### src/ftx_pkg.sv
// Shared constants and carriers for the 10 MHz line-clock transmit coder and receive decoder
package ftx_pkg;
  localparam int unsigned CLK_HZ = 10_000_000;
  localparam int unsigned SYM_BITS = 5;
  localparam int unsigned NIB_BITS = 4;
  localparam int unsigned LFSR_BITS = 11;
  localparam int unsigned ADDR_BITS = 5;
  localparam logic [2:0] SLOT_LAST = 3'h4;
  localparam logic [2:0] SEED_SETTLE = 3'h3;
  // Control code-groups, receive start nibbles and MLT-3 line levels
  localparam logic [4:0] C_IDLE = 5'h1F;
  localparam logic [4:0] C_J = 5'h18;
  localparam logic [4:0] C_K = 5'h11;
  localparam logic [4:0] C_T = 5'h0D;
  localparam logic [4:0] C_R = 5'h07;
  localparam logic [4:0] C_H = 5'h04;
  localparam logic [4:0] C_P = 5'h00;
  localparam logic [3:0] NIB_SSD = 4'h5;
  localparam logic [3:0] NIB_BAD_SSD = 4'hE;
  localparam logic [1:0] MLT_ZERO = 2'h0;
  localparam logic [1:0] MLT_POS = 2'h1;
  localparam logic [1:0] MLT_NEG = 2'h3;

  typedef enum logic [2:0] {
    TX_IDLE = 3'h0,
    TX_J = 3'h1,
    TX_K = 3'h3,
    TX_DATA = 3'h2,
    TX_T = 3'h6,
    TX_R = 3'h7
  } ftx_tx_st_e;

  typedef enum logic [1:0] {
    RX_IDLE = 2'h0,
    RX_GOT_J = 2'h1,
    RX_DATA = 2'h3,
    RX_GOT_T = 2'h2
  } ftx_rx_st_e;

  typedef struct packed {
    logic en;
    logic er;
    logic [3:0] d;
  } ftx_mii_tx_s;

  typedef struct packed {
    logic dv;
    logic er;
    logic crs;
    logic [3:0] d;
  } ftx_mii_rx_s;

  typedef struct packed {
    logic ok;
    logic [3:0] nib;
  } ftx_dec_s;
endpackage : ftx_pkg

### src/ftx_coder.sv
// 4B/5B coder, scrambler, NRZI and MLT-3 line encoder, plus 5B/4B receive decoder
// Overview of operation
// RULE_01: Each data nibble 0..F maps to its fixed five-bit code-group.
// RULE_02: MAC supplies nibbles with transmit enable high while data is valid.
// RULE_03: After the end pair, IDLE 11111 repeats until transmit enable rises.
// RULE_04: Rising transmit enable sends /J/ then /K/ instead of preamble nibbles.
// RULE_05: Falling transmit enable sends /T/ then /R/.
// RULE_06: Received /J/ is the first start nibble and yields 0101.
// RULE_07: Received /K/ yields 0101 only right after /J/, else receive error.
// RULE_08: /T/ then /R/ ends stream; lone /T/ or lone /R/ flags error.
// RULE_09: Invalid code-groups are never sent and flag error during valid data.
// RULE_10: Low-power idle sends sleep code-group 00000, also as refresh.
// RULE_11: Received 00000 signals the far end is entering low-power idle.
// RULE_12: Scrambler seed comes from the PHY address.
// RULE_13: Scrambler stage serialises five-bit code-groups.
// RULE_14: Scrambled bits feed an NRZI converter producing the serial stream.
// RULE_15: MLT-3 steps to next level on bit 1, holds on bit 0.
// RULE_16: All serial transmit logic runs on the single line clock.
// RULE_17: Transmit error during a frame replaces data with /H/.
// RULE_18: Scrambler is the 11-bit x^11+x^9+1 sequence XORed with the stream.
`timescale 1ns/1ps
module ftx_coder (
  input wire logic mclk_i,
  input wire logic rstn_i,
  input wire logic [4:0] phy_addr_i,
  input wire ftx_pkg::ftx_mii_tx_s mii_tx_i,
  input wire logic lpi_req_i,
  input wire logic [4:0] rx_code_i,
  input wire logic rx_code_vld_i,
  output logic tx_take_o,
  output logic tx_ser_o,
  output logic tx_nrzi_o,
  output logic [1:0] tx_mlt3_o,
  output ftx_pkg::ftx_mii_rx_s mii_rx_o,
  output logic rx_lpi_o
);
  function automatic logic [4:0] enc(input logic [3:0] n);
    logic [4:0] c;
    c = ftx_pkg::C_IDLE;
    case (n)
      4'h0: c = 5'h1E;
      4'h1: c = 5'h09;
      4'h2: c = 5'h14;
      4'h3: c = 5'h15;
      4'h4: c = 5'h0A;
      4'h5: c = 5'h0B;
      4'h6: c = 5'h0E;
      4'h7: c = 5'h0F;
      4'h8: c = 5'h12;
      4'h9: c = 5'h13;
      4'hA: c = 5'h16;
      4'hB: c = 5'h17;
      4'hC: c = 5'h1A;
      4'hD: c = 5'h1B;
      4'hE: c = 5'h1C;
      4'hF: c = 5'h1D;
      default: c = ftx_pkg::C_IDLE;
    endcase
    return c;
  endfunction : enc

  function automatic ftx_pkg::ftx_dec_s dec(input logic [4:0] c);
    ftx_pkg::ftx_dec_s r;
    logic [4:0] i;
    r = '0;
    for (int k = 0; k < 16; k++) begin
      i = enc(k[3:0]);
      if (i == c) begin
        r.ok = 1'b1;
        r.nib = k[3:0];
      end
    end
    return r;
  endfunction : dec

  function automatic logic is_invalid(input logic [4:0] c);
    ftx_pkg::ftx_dec_s r;
    r = dec(c);
    return !r.ok && c != ftx_pkg::C_IDLE && c != ftx_pkg::C_J && c != ftx_pkg::C_K &&
           c != ftx_pkg::C_T && c != ftx_pkg::C_R && c != ftx_pkg::C_H && c != ftx_pkg::C_P;
  endfunction : is_invalid

  // PHY address strap, two-flop synchronised
  logic [4:0] addr_s1_q;
  logic [4:0] addr_s2_q;
  logic [2:0] init_q;
  logic seeded;
  always_ff @(posedge mclk_i or negedge rstn_i) begin
    if (!rstn_i) begin
      addr_s1_q <= 5'h00;
      addr_s2_q <= 5'h00;
    end else begin
      addr_s1_q <= phy_addr_i;
      addr_s2_q <= addr_s1_q;
    end
  end

  always_ff @(posedge mclk_i or negedge rstn_i) begin
    if (!rstn_i) begin
      init_q <= 3'h0;
    end else if (!seeded) begin
      init_q <= init_q + 3'h1;
    end
  end
  assign seeded = (init_q == ftx_pkg::SEED_SETTLE);

  // Transmit code-group sequencer; one code-group per five clocks
  ftx_pkg::ftx_tx_st_e st_q;
  ftx_pkg::ftx_tx_st_e st_d;
  logic [2:0] cnt_q;
  logic [4:0] sh_q;
  logic [4:0] code_q;
  logic [4:0] code_d;
  logic slot_end;
  assign slot_end = (cnt_q == ftx_pkg::SLOT_LAST);

  always_comb begin
    st_d = st_q;
    case (st_q)
      ftx_pkg::TX_IDLE: st_d = mii_tx_i.en ? ftx_pkg::TX_J : ftx_pkg::TX_IDLE; // RULE_04
      ftx_pkg::TX_J: st_d = ftx_pkg::TX_K; // RULE_04
      ftx_pkg::TX_K,
      ftx_pkg::TX_DATA: st_d = mii_tx_i.en ? ftx_pkg::TX_DATA : ftx_pkg::TX_T; // RULE_05
      ftx_pkg::TX_T: st_d = ftx_pkg::TX_R; // RULE_05
      ftx_pkg::TX_R: st_d = mii_tx_i.en ? ftx_pkg::TX_J : ftx_pkg::TX_IDLE; // RULE_03
      default: st_d = ftx_pkg::TX_IDLE;
    endcase
  end

  always_comb begin
    case (st_d)
      ftx_pkg::TX_IDLE: code_d = lpi_req_i ? ftx_pkg::C_P : ftx_pkg::C_IDLE; // RULE_10
      ftx_pkg::TX_J: code_d = ftx_pkg::C_J;
      ftx_pkg::TX_K: code_d = ftx_pkg::C_K;
      ftx_pkg::TX_DATA: code_d = mii_tx_i.er ? ftx_pkg::C_H : enc(mii_tx_i.d); // RULE_17
      ftx_pkg::TX_T: code_d = ftx_pkg::C_T;
      ftx_pkg::TX_R: code_d = ftx_pkg::C_R;
      default: code_d = ftx_pkg::C_IDLE;
    endcase
  end

  always_ff @(posedge mclk_i or negedge rstn_i) begin
    if (!rstn_i) begin
      st_q <= ftx_pkg::TX_IDLE;
      cnt_q <= 3'h0;
      code_q <= ftx_pkg::C_IDLE;
    end else if (slot_end) begin
      st_q <= st_d;
      cnt_q <= 3'h0;
      code_q <= code_d; // RULE_01
    end else begin
      cnt_q <= cnt_q + 3'h1;
    end
  end

  // Nibble consumed at each J, K or data slot; J and K replace preamble
  always_ff @(posedge mclk_i or negedge rstn_i) begin
    if (!rstn_i) begin
      tx_take_o <= 1'b0;
    end else begin
      tx_take_o <= slot_end && (st_d == ftx_pkg::TX_J || st_d == ftx_pkg::TX_K ||
                                st_d == ftx_pkg::TX_DATA);
    end
  end

  // Parallel-in serial-out, leftmost code bit first
  always_ff @(posedge mclk_i or negedge rstn_i) begin
    if (!rstn_i) begin
      sh_q <= ftx_pkg::C_IDLE;
    end else if (slot_end) begin
      sh_q <= code_d; // RULE_13
    end else begin
      sh_q <= {sh_q[3:0], 1'b0}; // RULE_13
    end
  end

  // Scrambler; held at its seed until the strap has settled
  logic [10:0] lfsr_q;
  logic fb;
  logic scr_bit;
  assign fb = lfsr_q[10] ^ lfsr_q[8]; // RULE_18
  assign scr_bit = sh_q[4] ^ fb; // RULE_18
  always_ff @(posedge mclk_i or negedge rstn_i) begin
    if (!rstn_i) begin
      lfsr_q <= 11'h001;
    end else if (!seeded) begin
      // Low bit forced high so an all-zero address still gives a live sequence
      lfsr_q <= {addr_s2_q, ~addr_s2_q, 1'b1}; // RULE_12
    end else begin
      lfsr_q <= {lfsr_q[9:0], fb}; // RULE_18
    end
  end

  // NRZI and MLT-3; every line bit is a single clock
  logic [1:0] mlt_prev_q;
  always_ff @(posedge mclk_i or negedge rstn_i) begin
    if (!rstn_i) begin
      tx_ser_o <= 1'b0;
      tx_nrzi_o <= 1'b0;
      tx_mlt3_o <= ftx_pkg::MLT_ZERO;
      mlt_prev_q <= ftx_pkg::MLT_NEG;
    end else begin
      tx_ser_o <= scr_bit; // RULE_16
      tx_nrzi_o <= tx_nrzi_o ^ scr_bit; // RULE_14
      if (scr_bit) begin
        // Sequence 0, +, 0, -: leaving zero goes opposite to the last peak
        if (tx_mlt3_o == ftx_pkg::MLT_ZERO) begin
          tx_mlt3_o <= (mlt_prev_q == ftx_pkg::MLT_NEG) ? ftx_pkg::MLT_POS : ftx_pkg::MLT_NEG; // RULE_15
        end else begin
          mlt_prev_q <= tx_mlt3_o;
          tx_mlt3_o <= ftx_pkg::MLT_ZERO; // RULE_15
        end
      end
    end
  end

  // Receive decoder
  ftx_pkg::ftx_rx_st_e rst_q;
  ftx_pkg::ftx_dec_s rdec;
  assign rdec = dec(rx_code_i);
  always_ff @(posedge mclk_i or negedge rstn_i) begin
    if (!rstn_i) begin
      rst_q <= ftx_pkg::RX_IDLE;
      mii_rx_o <= '0;
      rx_lpi_o <= 1'b0;
    end else begin
      mii_rx_o.er <= 1'b0;
      rx_lpi_o <= 1'b0;
      if (rx_code_vld_i) begin
        case (rst_q)
          ftx_pkg::RX_IDLE: begin
            if (rx_code_i == ftx_pkg::C_J) begin
              rst_q <= ftx_pkg::RX_GOT_J;
              mii_rx_o.crs <= 1'b1;
              mii_rx_o.d <= ftx_pkg::NIB_SSD; // RULE_06
            end else if (rx_code_i == ftx_pkg::C_K || rx_code_i == ftx_pkg::C_T ||
                         rx_code_i == ftx_pkg::C_R) begin
              mii_rx_o.er <= 1'b1; // RULE_07
            end else if (rx_code_i == ftx_pkg::C_P) begin
              rx_lpi_o <= 1'b1; // RULE_11
            end
          end
          ftx_pkg::RX_GOT_J: begin
            if (rx_code_i == ftx_pkg::C_K) begin
              rst_q <= ftx_pkg::RX_DATA;
              mii_rx_o.dv <= 1'b1;
              mii_rx_o.d <= ftx_pkg::NIB_SSD; // RULE_07
            end else begin
              rst_q <= ftx_pkg::RX_IDLE;
              mii_rx_o.crs <= 1'b0;
              mii_rx_o.er <= 1'b1; // RULE_07
              mii_rx_o.d <= ftx_pkg::NIB_BAD_SSD;
            end
          end
          ftx_pkg::RX_DATA: begin
            if (rdec.ok) begin
              mii_rx_o.d <= rdec.nib;
            end else if (rx_code_i == ftx_pkg::C_T) begin
              rst_q <= ftx_pkg::RX_GOT_T;
              mii_rx_o.dv <= 1'b0;
            end else begin
              // Invalid, /H/, lone /R/ and any other control inside a frame
              mii_rx_o.er <= 1'b1; // RULE_09
            end
          end
          ftx_pkg::RX_GOT_T: begin
            rst_q <= ftx_pkg::RX_IDLE;
            mii_rx_o.crs <= 1'b0; // RULE_08
            mii_rx_o.er <= (rx_code_i != ftx_pkg::C_R); // RULE_08
          end
          default: rst_q <= ftx_pkg::RX_IDLE;
        endcase
      end
    end
  end
endmodule : ftx_coder

### config.mk
export PLATFORM = sky130hd
export DESIGN_NAME = ftx_coder
export DESIGN_NICKNAME = d
export VERILOG_FILES = /design/src/ftx_pkg.sv /design/src/ftx_coder.sv
export SDC_FILE = /design/constraint.sdc
export NUM_CORES = 1
export LEC_CHECK = 0
export BUFFER_PORTS_ARGS = -buffer_cell sky130_fd_sc_hd__clkbuf_2
export CAP_MARGIN = 20
export CELL_PAD_IN_SITES_DETAIL_PLACEMENT = 1
export CELL_PAD_IN_SITES_GLOBAL_PLACEMENT = 2
export CORE_ASPECT_RATIO = 1.25
export CORE_MARGIN = 1
export CORE_UTILIZATION = 40
export DETAILED_ROUTE_END_ITERATION = 8
export GPL_TIMING_DRIVEN = 0
export PLACE_DENSITY = 0.91
export RECOVER_POWER = 25
export SLEW_MARGIN = 25
export SYNTH_ARGS = -nofsm -noshare
export SYNTH_HDL_FRONTEND = slang
export SYNTH_SLANG_ARGS = --single-unit
### constraint.sdc
create_clock -name mclk_i -period 3 [get_ports mclk_i]
set_clock_uncertainty 0.2 [all_clocks]
set_input_delay 0.45 -clock mclk_i [delete_from_list [all_inputs] [get_ports mclk_i]]
set_output_delay 0.45 -clock mclk_i [all_outputs]
set_load 0.05 [all_outputs]
==> results of run 1 <==
==> layout make-up <==
cell class	instances	area (um^2)	share of cell area
Buffer	14	76.3	0.0261
Clock buffer	5	68.8	0.0235
Clock inverter	3	42.5	0.0145
Inverter	16	60.1	0.0205
Multi-Input combinational cell	153	1110	0.380
Sequential cell	52	1310	0.448
Tap cell	85	106	0.0363
Timing Repair Buffer	30	149	0.0509
==> cell families (layout without fill, tap and decap cells) <==
kind of cell / count (synthesis) / in the layout / synth area share
DFF: 52 / 52 / 0.512
adders and majority gates: 8 / 8 / 0.0391
muxes: 17 / 17 / 0.0787
AOI/OAI and AO/OA: 56 / 56 / 0.161
and+or+nand+nor: 64 / 64 / 0.129
xor gates and xnor gates: 8 / 8 / 0.0274
buffers and inverters: 30 / 68 / 0.0533
==> flip-flops by register name (all words and copies together), names as in the netlist, 2 cells and up <==
register	cells
cnt_q	3
lfsr_q	11
st_q	3
addr_s2_q	5
rst_q	2
tx_mlt3_o	2
mii_rx_o	7
mlt_prev_q	2
sh_q	5
addr_s1_q	5
init_q	3
==> synthesized netlist by cell type, drive strengths merged (2+ instances only) <==
cell type,n,area [um^2]
xnor2,5,43.8
nor2,11,41.3
nand4,2,12.5
a22o,2,17.5
xor2,3,26.3
mux2i,4,40.0
ha,8,100
o21ai,16,80.1
nand2,19,78.8
mux2,13,161
a2bb2oi,2,17.5
inv,16,60.1
a21oi,12,60.1
nor2b,2,12.5
dfrtp,44,1100
clkbuf,7,26.3
dfstp,8,210
o21ba,2,20.0
a31oi,4,25.0
nand3,12,60.1
and3,2,12.5
nor3,3,15.0
nor4,2,12.5
and2,2,12.5
o31ai,2,20.0
buf,7,50.1
a221oi,2,17.5
o22ai,3,18.8
o221ai,2,17.5
nand2b,4,25.0
==> power breakdown <==
group | switching (mW) | internal (mW)
Combinational | 0.711 | 0.410
Clock | 0.218 | 0.247
Sequential | 0.105 | 0.930
==> layer usage <==
layer | GRT usage | vias up | share of wire
li1 | - | 904 | -
met1 | 0.213 | 928 | 0.40
met2 | 0.310 | 36 | 0.54
met3 | 0.0289 | 10 | 0.032
met4 | 0.0641 | 0 | 0.020
met5 | 0 | - | 0
==> per-stage QoR <==
step                      worst slack (ps)  hold slack (ps)  utilization  cells
after floorplan                       1080            -45.6            -    235
after global placement                 846              133        0.457    350
after detailed placement               849              136        0.457    350
after CTS                              887             27.0        0.475    358
after global routing                   640             37.3        0.475    358
final                                  913             52.5        0.475    358
==> path summary, 6_finish.rpt <==
kind                            slack, ps            to
min in group asynchronous             190  tx_mlt3_o[1]
max in group asynchronous            1650     lfsr_q[5]
worst max register to register        910   mii_rx_o[1]
worst min-delay path                   50  addr_s1_q[2]
worst max-delay path                  910   mii_rx_o[1]
worst min register to register        160  addr_s2_q[3]
==> flow_summary.ini, run 1 <==
[cells_and_area]
mostFrequentLayoutCells = 44 x dfrtp_1, 29 x clkbuf_2, 18 x nand2_1
diodes = 0
drive_gt1_frac = 0.267
final_cell_area_um2 = 2930
n_fill_cell = 734
nets = 300
syn2layout_area_growth_pct = 14.3
final_common_cell = dfrtp_1

[critical_path]
cpPeakStageDelay_ps = 430
critical_path_depth = 5
crit_fanout = 10
path_cells = ha_1 > clkbuf_1 > a21oi_1 > o2111ai_4 > mux2_4
critPathSlowestCell = dfrtp_1
reg2reg_from = rst_q[1]
crit_required_ps = 2990
end_kind = flop
cp_num_buf_inv = 1
arrival_ps = 2070
cp_top_family = compound AO/OA/AOI/OAI gates
start_kind = flop
cp-startpoint = rst_q[1]
crit_type = reg2reg
rr_worst_depth = 5

[die]
start_util = 0.415
ios = 33
core-area_um2 = 6170
dieHeight_um = 91.5
die_x_um = 73.6
fp-row-count = 32
dieArea_um2 = 6730

[clocking]
cts_buffers = 5
cts_root_buffer = clkbuf_8
post_cts_buffers = 0
htree_num_levels = 2
clockBufferDepth = 2
cts.sinks = 52
cts_tree = done
cts_resized = 0
postCtsHoldBufs = 0
clk_latency_ps = 300
path_clk_slew_ps = 90

[timing]
final-setup-viol-count = 0
slew_viol_final = 0
min_period_ps = 2090
relSlewSlack = 0.177
hold_viol = 0
max_freq_ghz = 0.479
worst_slew_pin_slew_ps = 1230
rsz0062_at_grt = false
fin_crit_sh = 0.696
setup_tns_ps = 0

[power_and_ir_drop]
ir_worst_vdd_mv = 0.338
total_power_mw = 2.62
power-per-cell-area_nw_per_um2 = 895
leakage_nw = 1.32

[synthesis]
syn_avg_cell_area_um2 = 10.9
synth-edff-count = 0
ys_seq_area_frac = 0.512
async_reset_ff_frac = 1.00
synth_seq_cells = 52
syn_area_um2 = 2560
synth_fp_nets = 263
netlist_instances = 235
ys.warnings.count = 0
ys_dominant_reg_cell = dfrtp_1
synth.distinct_cells = 50

[detailed_routing]
ant_nets = 0
dr.pass1.iters = 4
viasPerCell = 5.25
post_drt_wl_per_cell_um = 15.3
drc = 0
drt_wl_total_um = 5490
routed-via-count = 1878
drtIter0Drc = 71

[place]
placed_cell_area_um2 = 2820
gp_congestion = 0.855
portBuffers = 30
dp_hpwl_um = 4170

[global_route]
grt_overflow = 0
grt_start_max_net_pins = 53
grt_pass1_vias = 1928
grt_pass1_wl_um = 9120
grt_usage = 0.177
antenna_found_initial = 0

[flow_run]
maxCapViolCount = 0

[hold_path]
min_path_cells = 1
min-delay-start = phy_addr_i[2]
hp-class = in2reg

[run_status]
status = complete, no violations
Power figures use the tool's default switching activity.
==> inputs of run 2 (changes only) <==
CORE_UTILIZATION = 34   (was 40)
PLACE_DENSITY = 0.83   (was 0.91)
clock period = 1.9 ns   (was 3 ns; I/O delays follow)
==> flow_summary.ini, run 2 (same netlist as run 1, synthesis figures left out) <==
[run_status]
status = complete, no violations

[place]
pre_cts_slack_ps = -173
gp_congestion = 0.862
dp_hpwl_um = 3930
portBuffers = 30
placed_cell_area_um2 = 2830

[clocking]
path_clk_slew_ps = 100
clockBufferDepth = 2
htree_num_levels = 2
cts_root_buffer = clkbuf_8
cts.sinks = 52
clk_latency_ps = 310
cts_buffers = 5
cts_tree = done

[cells_and_area]
largest_register = lfsr_q
seqCellArea_um2 = 1310
drive_gt1_frac = 0.280
syn2layout_area_growth_pct = 17.4
final_util = 0.411
multi_input_area_um2 = 1130
nets = 306
largest_register_ffs = 11
mostFrequentLayoutCells = 44 x dfrtp_1, 28 x clkbuf_2, 18 x nand2_1
final_cell_area_um2 = 3010
diodes = 0
n_fill_cell = 823
reg_top3 = lfsr_q (11), mii_rx_o (7)
final_common_cell = dfrtp_1

[die]
start_util = 0.350
die_x_um = 79.6
fp-row-count = 35
dieHeight_um = 99.0
dieArea_um2 = 7890
core-area_um2 = 7310
ios = 33

[flow_run]
maxCapViolCount = 0

[power_and_ir_drop]
leakage_nw = 1.35
p_sw_frac = 0.410
ir_worst_vdd_mv = 0.638
power_frac_seq = 0.398
power_switching_mw = 1.68
p_comb_frac = 0.439
power-per-cell-area_nw_per_um2 = 1360
p_int_mw = 2.42
clockPowerShare = 0.162

[critical_path]
crit_type = reg2reg
cp_num_buf_inv = 1
cpPeakStageDelay_ps = 390
cp_top_family = flip-flops
crit_required_ps = 1910
crit_fanout = 4
path_cells = inv_1 > ha_1 > nand2b_1 > a21oi_2 > o2111ai_4 > mux2_4
critPathSlowestCell = dfrtp_1
start_kind = flop
end_kind = flop
arrival_ps = 1860

[timing]
hold_viol = 0
relSlewSlack = 0.251
final-setup-viol-count = 0
worst_slew_pin_slew_ps = 1120
fin_crit_sh = 0.973
setup_tns_ps = 0
worst_slack_ps = 51.0
slew_viol_final = 0
min_period_ps = 1850
max_freq_ghz = 0.541

[detailed_routing]
drt_wl_total_um = 5440
routed-via-count = 1885
post_drt_wl_per_cell_um = 14.7
viasPerCell = 5.08
ant_nets = 0
drc = 0
dr.pass1.iters = 4
drtIter0Drc = 94

[global_route]
grt_overflow = 0
grt_pass1_wl_um = 9440
grt_pass1_vias = 1918
antenna_found_initial = 0
grt_start_max_net_pins = 53
grt_usage = 0.153

[hold_path]
hp-class = in2reg
-- run 2: worst paths after layout --
check,from,end,slack (ps),cells after the start
setup reg to reg,rst_q[0],mii_rx_o[1],50,6
setup / recovery,rst_q[0],mii_rx_o[1],50,6
max in group asynchronous,rstn_i,cnt_q[0],290,2
hold reg to reg,addr_s1_q[3],addr_s2_q[3],150,0
min in group asynchronous,rstn_i,addr_s2_q[0],500,2
hold / removal,mii_tx_i[5],tx_take_o,70,3
-- run 2: routing by layer --
layer | wire length, um | GRT usage
met1 | 2460 | 0.196
met2 | 2770 | 0.258
met3 | 117 | 0.0204
met4 | 95 | 0.0587
met5 | 0 | 0
-- run 2: repair_timing --
| action | in CTS | in global routing |
|---|---|---|
| pin swaps | 0 | 1 |
| gates resized for setup | 3 | 5 |
| hold buffers | 6 | 0 |
| buffers inserted | 0 | 1 |
| setup endpoints to repair | 10 | 13 |
| endpoints found under the hold margin | 49 | 0 |
-- run 2: tightest hold or removal path, cell delays in order --
cell and delay [ps]:
clkbuf_2 90, nand2b_1 100, a21oi_1 70
-- run 2: through the flow --
step	hold slack [ps]	power [mW]	std cells
4_1_cts	46.2	4.12	370
3_5_place_dp	136	3.42	357
3_3_place_gp	133	3.37	357
6_report	69.8	4.10	371
2_1_floorplan	-211	2.98	235
5_1_grt	88.6	4.41	371
-- run 2: area by class of cell --
| type | count | share of cell area |
|---|---|---|
| Timing Repair Buffer | 37 | 0.0716 |
| Clock buffer | 5 | 0.0229 |
| Sequential cell | 52 | 0.436 |
| Inverter | 16 | 0.0200 |
| Tap cell | 92 | 0.0383 |
| Clock inverter | 3 | 0.00916 |
| Multi-Input combinational cell | 153 | 0.376 |
| Buffer | 13 | 0.0258 |
-- run 2: power by group through the flow --
| stage | registers, mW | logic (mW) | clock network, mW |
|---|---|---|---|
| finish | 1.63 | 1.80 | 0.664 |
| global route | 1.68 | 1.98 | 0.742 |
| CTS | 1.63 | 1.78 | 0.696 |
| detailed placement | 1.65 | 1.77 | 0 |
| global placement | 1.64 | 1.72 | 0 |
| floorplan | 1.94 | 1.03 | 0 |
==> inputs of run 3 (changes only) <==
ABC_AREA = 1   (was default)
CORE_UTILIZATION = 31   (was 34)
PLACE_DENSITY = 0.82   (was 0.83)
==> flow_summary.ini, run 3 <==
[run_status]
status = complete, no violations

[critical_path]
end_kind = flop
arrival_ps = 1760
crit_fanout = 10
cp-startpoint = rx_code_i[4]
r2r_slack_ps = 150
reg2reg_from = rst_q[1]
start_kind = input pin
crit_required_ps = 1890
crit_type = in2reg

[hold_path]
hp-class = in2reg
min-delay-start = rx_code_vld_i

[synthesis]
ys_seq_area_frac = 0.528
synth-edff-count = 0
synth_seq_cells = 52
synth.distinct_cells = 37
netlist_instances = 276
ys_top_cells_by_count = 66 x nand2_1, 44 x dfrtp_1, 27 x inv_1, 23 x nor2_1, 21 x o21ai_0
ys_dominant_reg_cell = dfrtp_1
syn_area_um2 = 2480
yosys.area.top_type = dfrtp_1
synth_area_leaders = dfrtp_1 44%, nand2_1 10%, dfstp_2 8.5%, o21ai_0 4.2%, inv_1 4.1%
ys.warnings.count = 0
synth_top_cell_area_share = 0.444
yosysMostFrequentCell = nand2_1
async_reset_ff_frac = 1.00
syn_avg_cell_area_um2 = 8.99
synth_fp_nets = 304

[detailed_routing]
routed-via-count = 1920
met3WireLength_um = 146
post_drt_wl_per_cell_um = 12.6
drc = 0
wl_met1_um = 2440
dr.pass1.iters = 4
route.top_layer_used = met4
drtIter0Drc = 26
viasPerCell = 4.63
ant_nets = 0
drt_wl_total_um = 5240
wl_met2_um = 2630

[timing]
final-setup-viol-count = 0
rsz0062_at_grt = false
worst_slew_pin_slew_ps = 723
setup_tns_ps = 0
fin_crit_sh = 0.932
relSlewSlack = 0.518
slew_viol_final = 0
min_period_ps = 1770
max_freq_ghz = 0.565
hold_viol = 0

[cells_and_area]
finalNonFillerCells = 415
reg_top3 = lfsr_q (11), mii_rx_o (7)
nets = 347
largest_register_ffs = 11
n_fill_cell = 935
drive_gt1_frac = 0.228
largest_register = lfsr_q
diodes = 0
final_common_cell = nand2_1
mostFrequentLayoutCells = 66 x nand2_1, 44 x dfrtp_1, 31 x clkbuf_2
syn2layout_area_growth_pct = 17.5

[clocking]
cts.sinks = 52
path_clk_slew_ps = 100
cts_buffers = 5
cts_tree = done
post_cts_buffers = 0
htree_num_levels = 2
cts_root_buffer = clkbuf_8
clk_latency_ps = 310
clockBufferDepth = 2

[global_route]
grt_pass1_vias = 2016
grt_overflow = 0
antenna_found_initial = 0
grt_pass1_wl_um = 9160
grt_start_max_net_pins = 53
grt_usage = 0.142

[flow_run]
maxCapViolCount = 0

[place]
portBuffers = 30
dp.cells = 401
gp_congestion = 0.813
dp_hpwl_um = 3910

[die]
ios = 33
start_util = 0.319
fp-row-count = 36
dieHeight_um = 102
die_x_um = 82.0
core-area_um2 = 7790
dieArea_um2 = 8370

[power_and_ir_drop]
ir_worst_vdd_mv = 0.666
power-per-cell-area_nw_per_um2 = 1360
leakage_nw = 1.44
run 3: per-layer routing:
metal  vias to the layer above  GRT usage
met3                         2     0.0330
met5                         -          0
li1                        977          -
met2                        24      0.242
met4                         0     0.0283
met1                       917      0.182
run 3: area by class of cell:
cell class,instances,area (um^2),share of cell area
Clock buffer,5,68.8,0.0236
Timing Repair Buffer,37,223,0.0763
Multi-Input combinational cell,188,1020,0.349
Tap cell,95,119,0.0407
Buffer,4,32.5,0.0111
Inverter,31,119,0.0407
Sequential cell,52,1310,0.449
Clock inverter,3,26.3,0.00901
run 3: per-stage QoR:
step	instance area, um^2	total power [mW]	util	hold WS, ps	setup WS [ps]
4_1_cts	2920	4.06	0.375	75.8	19.4
2_1_floorplan	2480	2.93	-	-211	325
3_3_place_gp	2750	3.32	0.353	136	78.5
5_1_grt	2920	4.32	0.374	107	2.27
6_report	2920	3.97	0.374	87.9	129
3_5_place_dp	2750	3.36	0.353	136	63.5
run 3: path summary, 6_finish.rpt:
kind,to,depth (start not counted)
max,rst_q[1],9
min,mii_rx_o[5],3
max reg2reg,mii_rx_o[5],7
min reg2reg,addr_s2_q[3],0
max in group asynchronous,st_q[2],2
min in group asynchronous,init_q[2],2
run 3: timing repair:
action | in CTS | in global routing
endpoints found under the hold margin | 50 | 0
hold buffers | 7 | 0
endpoints found under the setup margin | 0 | 14
gates resized for setup | 0 | 4
run 3: power breakdown:
part | total [mW] | leakage, nW | internal (mW) | switching [mW]
registers | 1.64 | 0.609 | 1.48 | 0.165
clock network | 0.659 | 0.0491 | 0.272 | 0.387
logic | 1.67 | 0.778 | 0.520 | 1.15
run 3: logic make-up (layout without fill, tap and decap cells):
kind of cell	after synthesis	in the layout	synth area share
compound gates	46	46	0.110
xor+xnor	4	4	0.0141
fa+ha+maj	8	8	0.0403
buf+inv	36	80	0.0615
flops	52	52	0.528
simple gates	130	130	0.245
run 3: critical path, cell delays in order:
cell and delay (ps):
dlygate4sd3_1 550, buf_6 150, inv_4 80, nand3_2 100, nor2_1 100, nor2_1 80
nor2_2 130, nand2_1 80, a22o_1 220
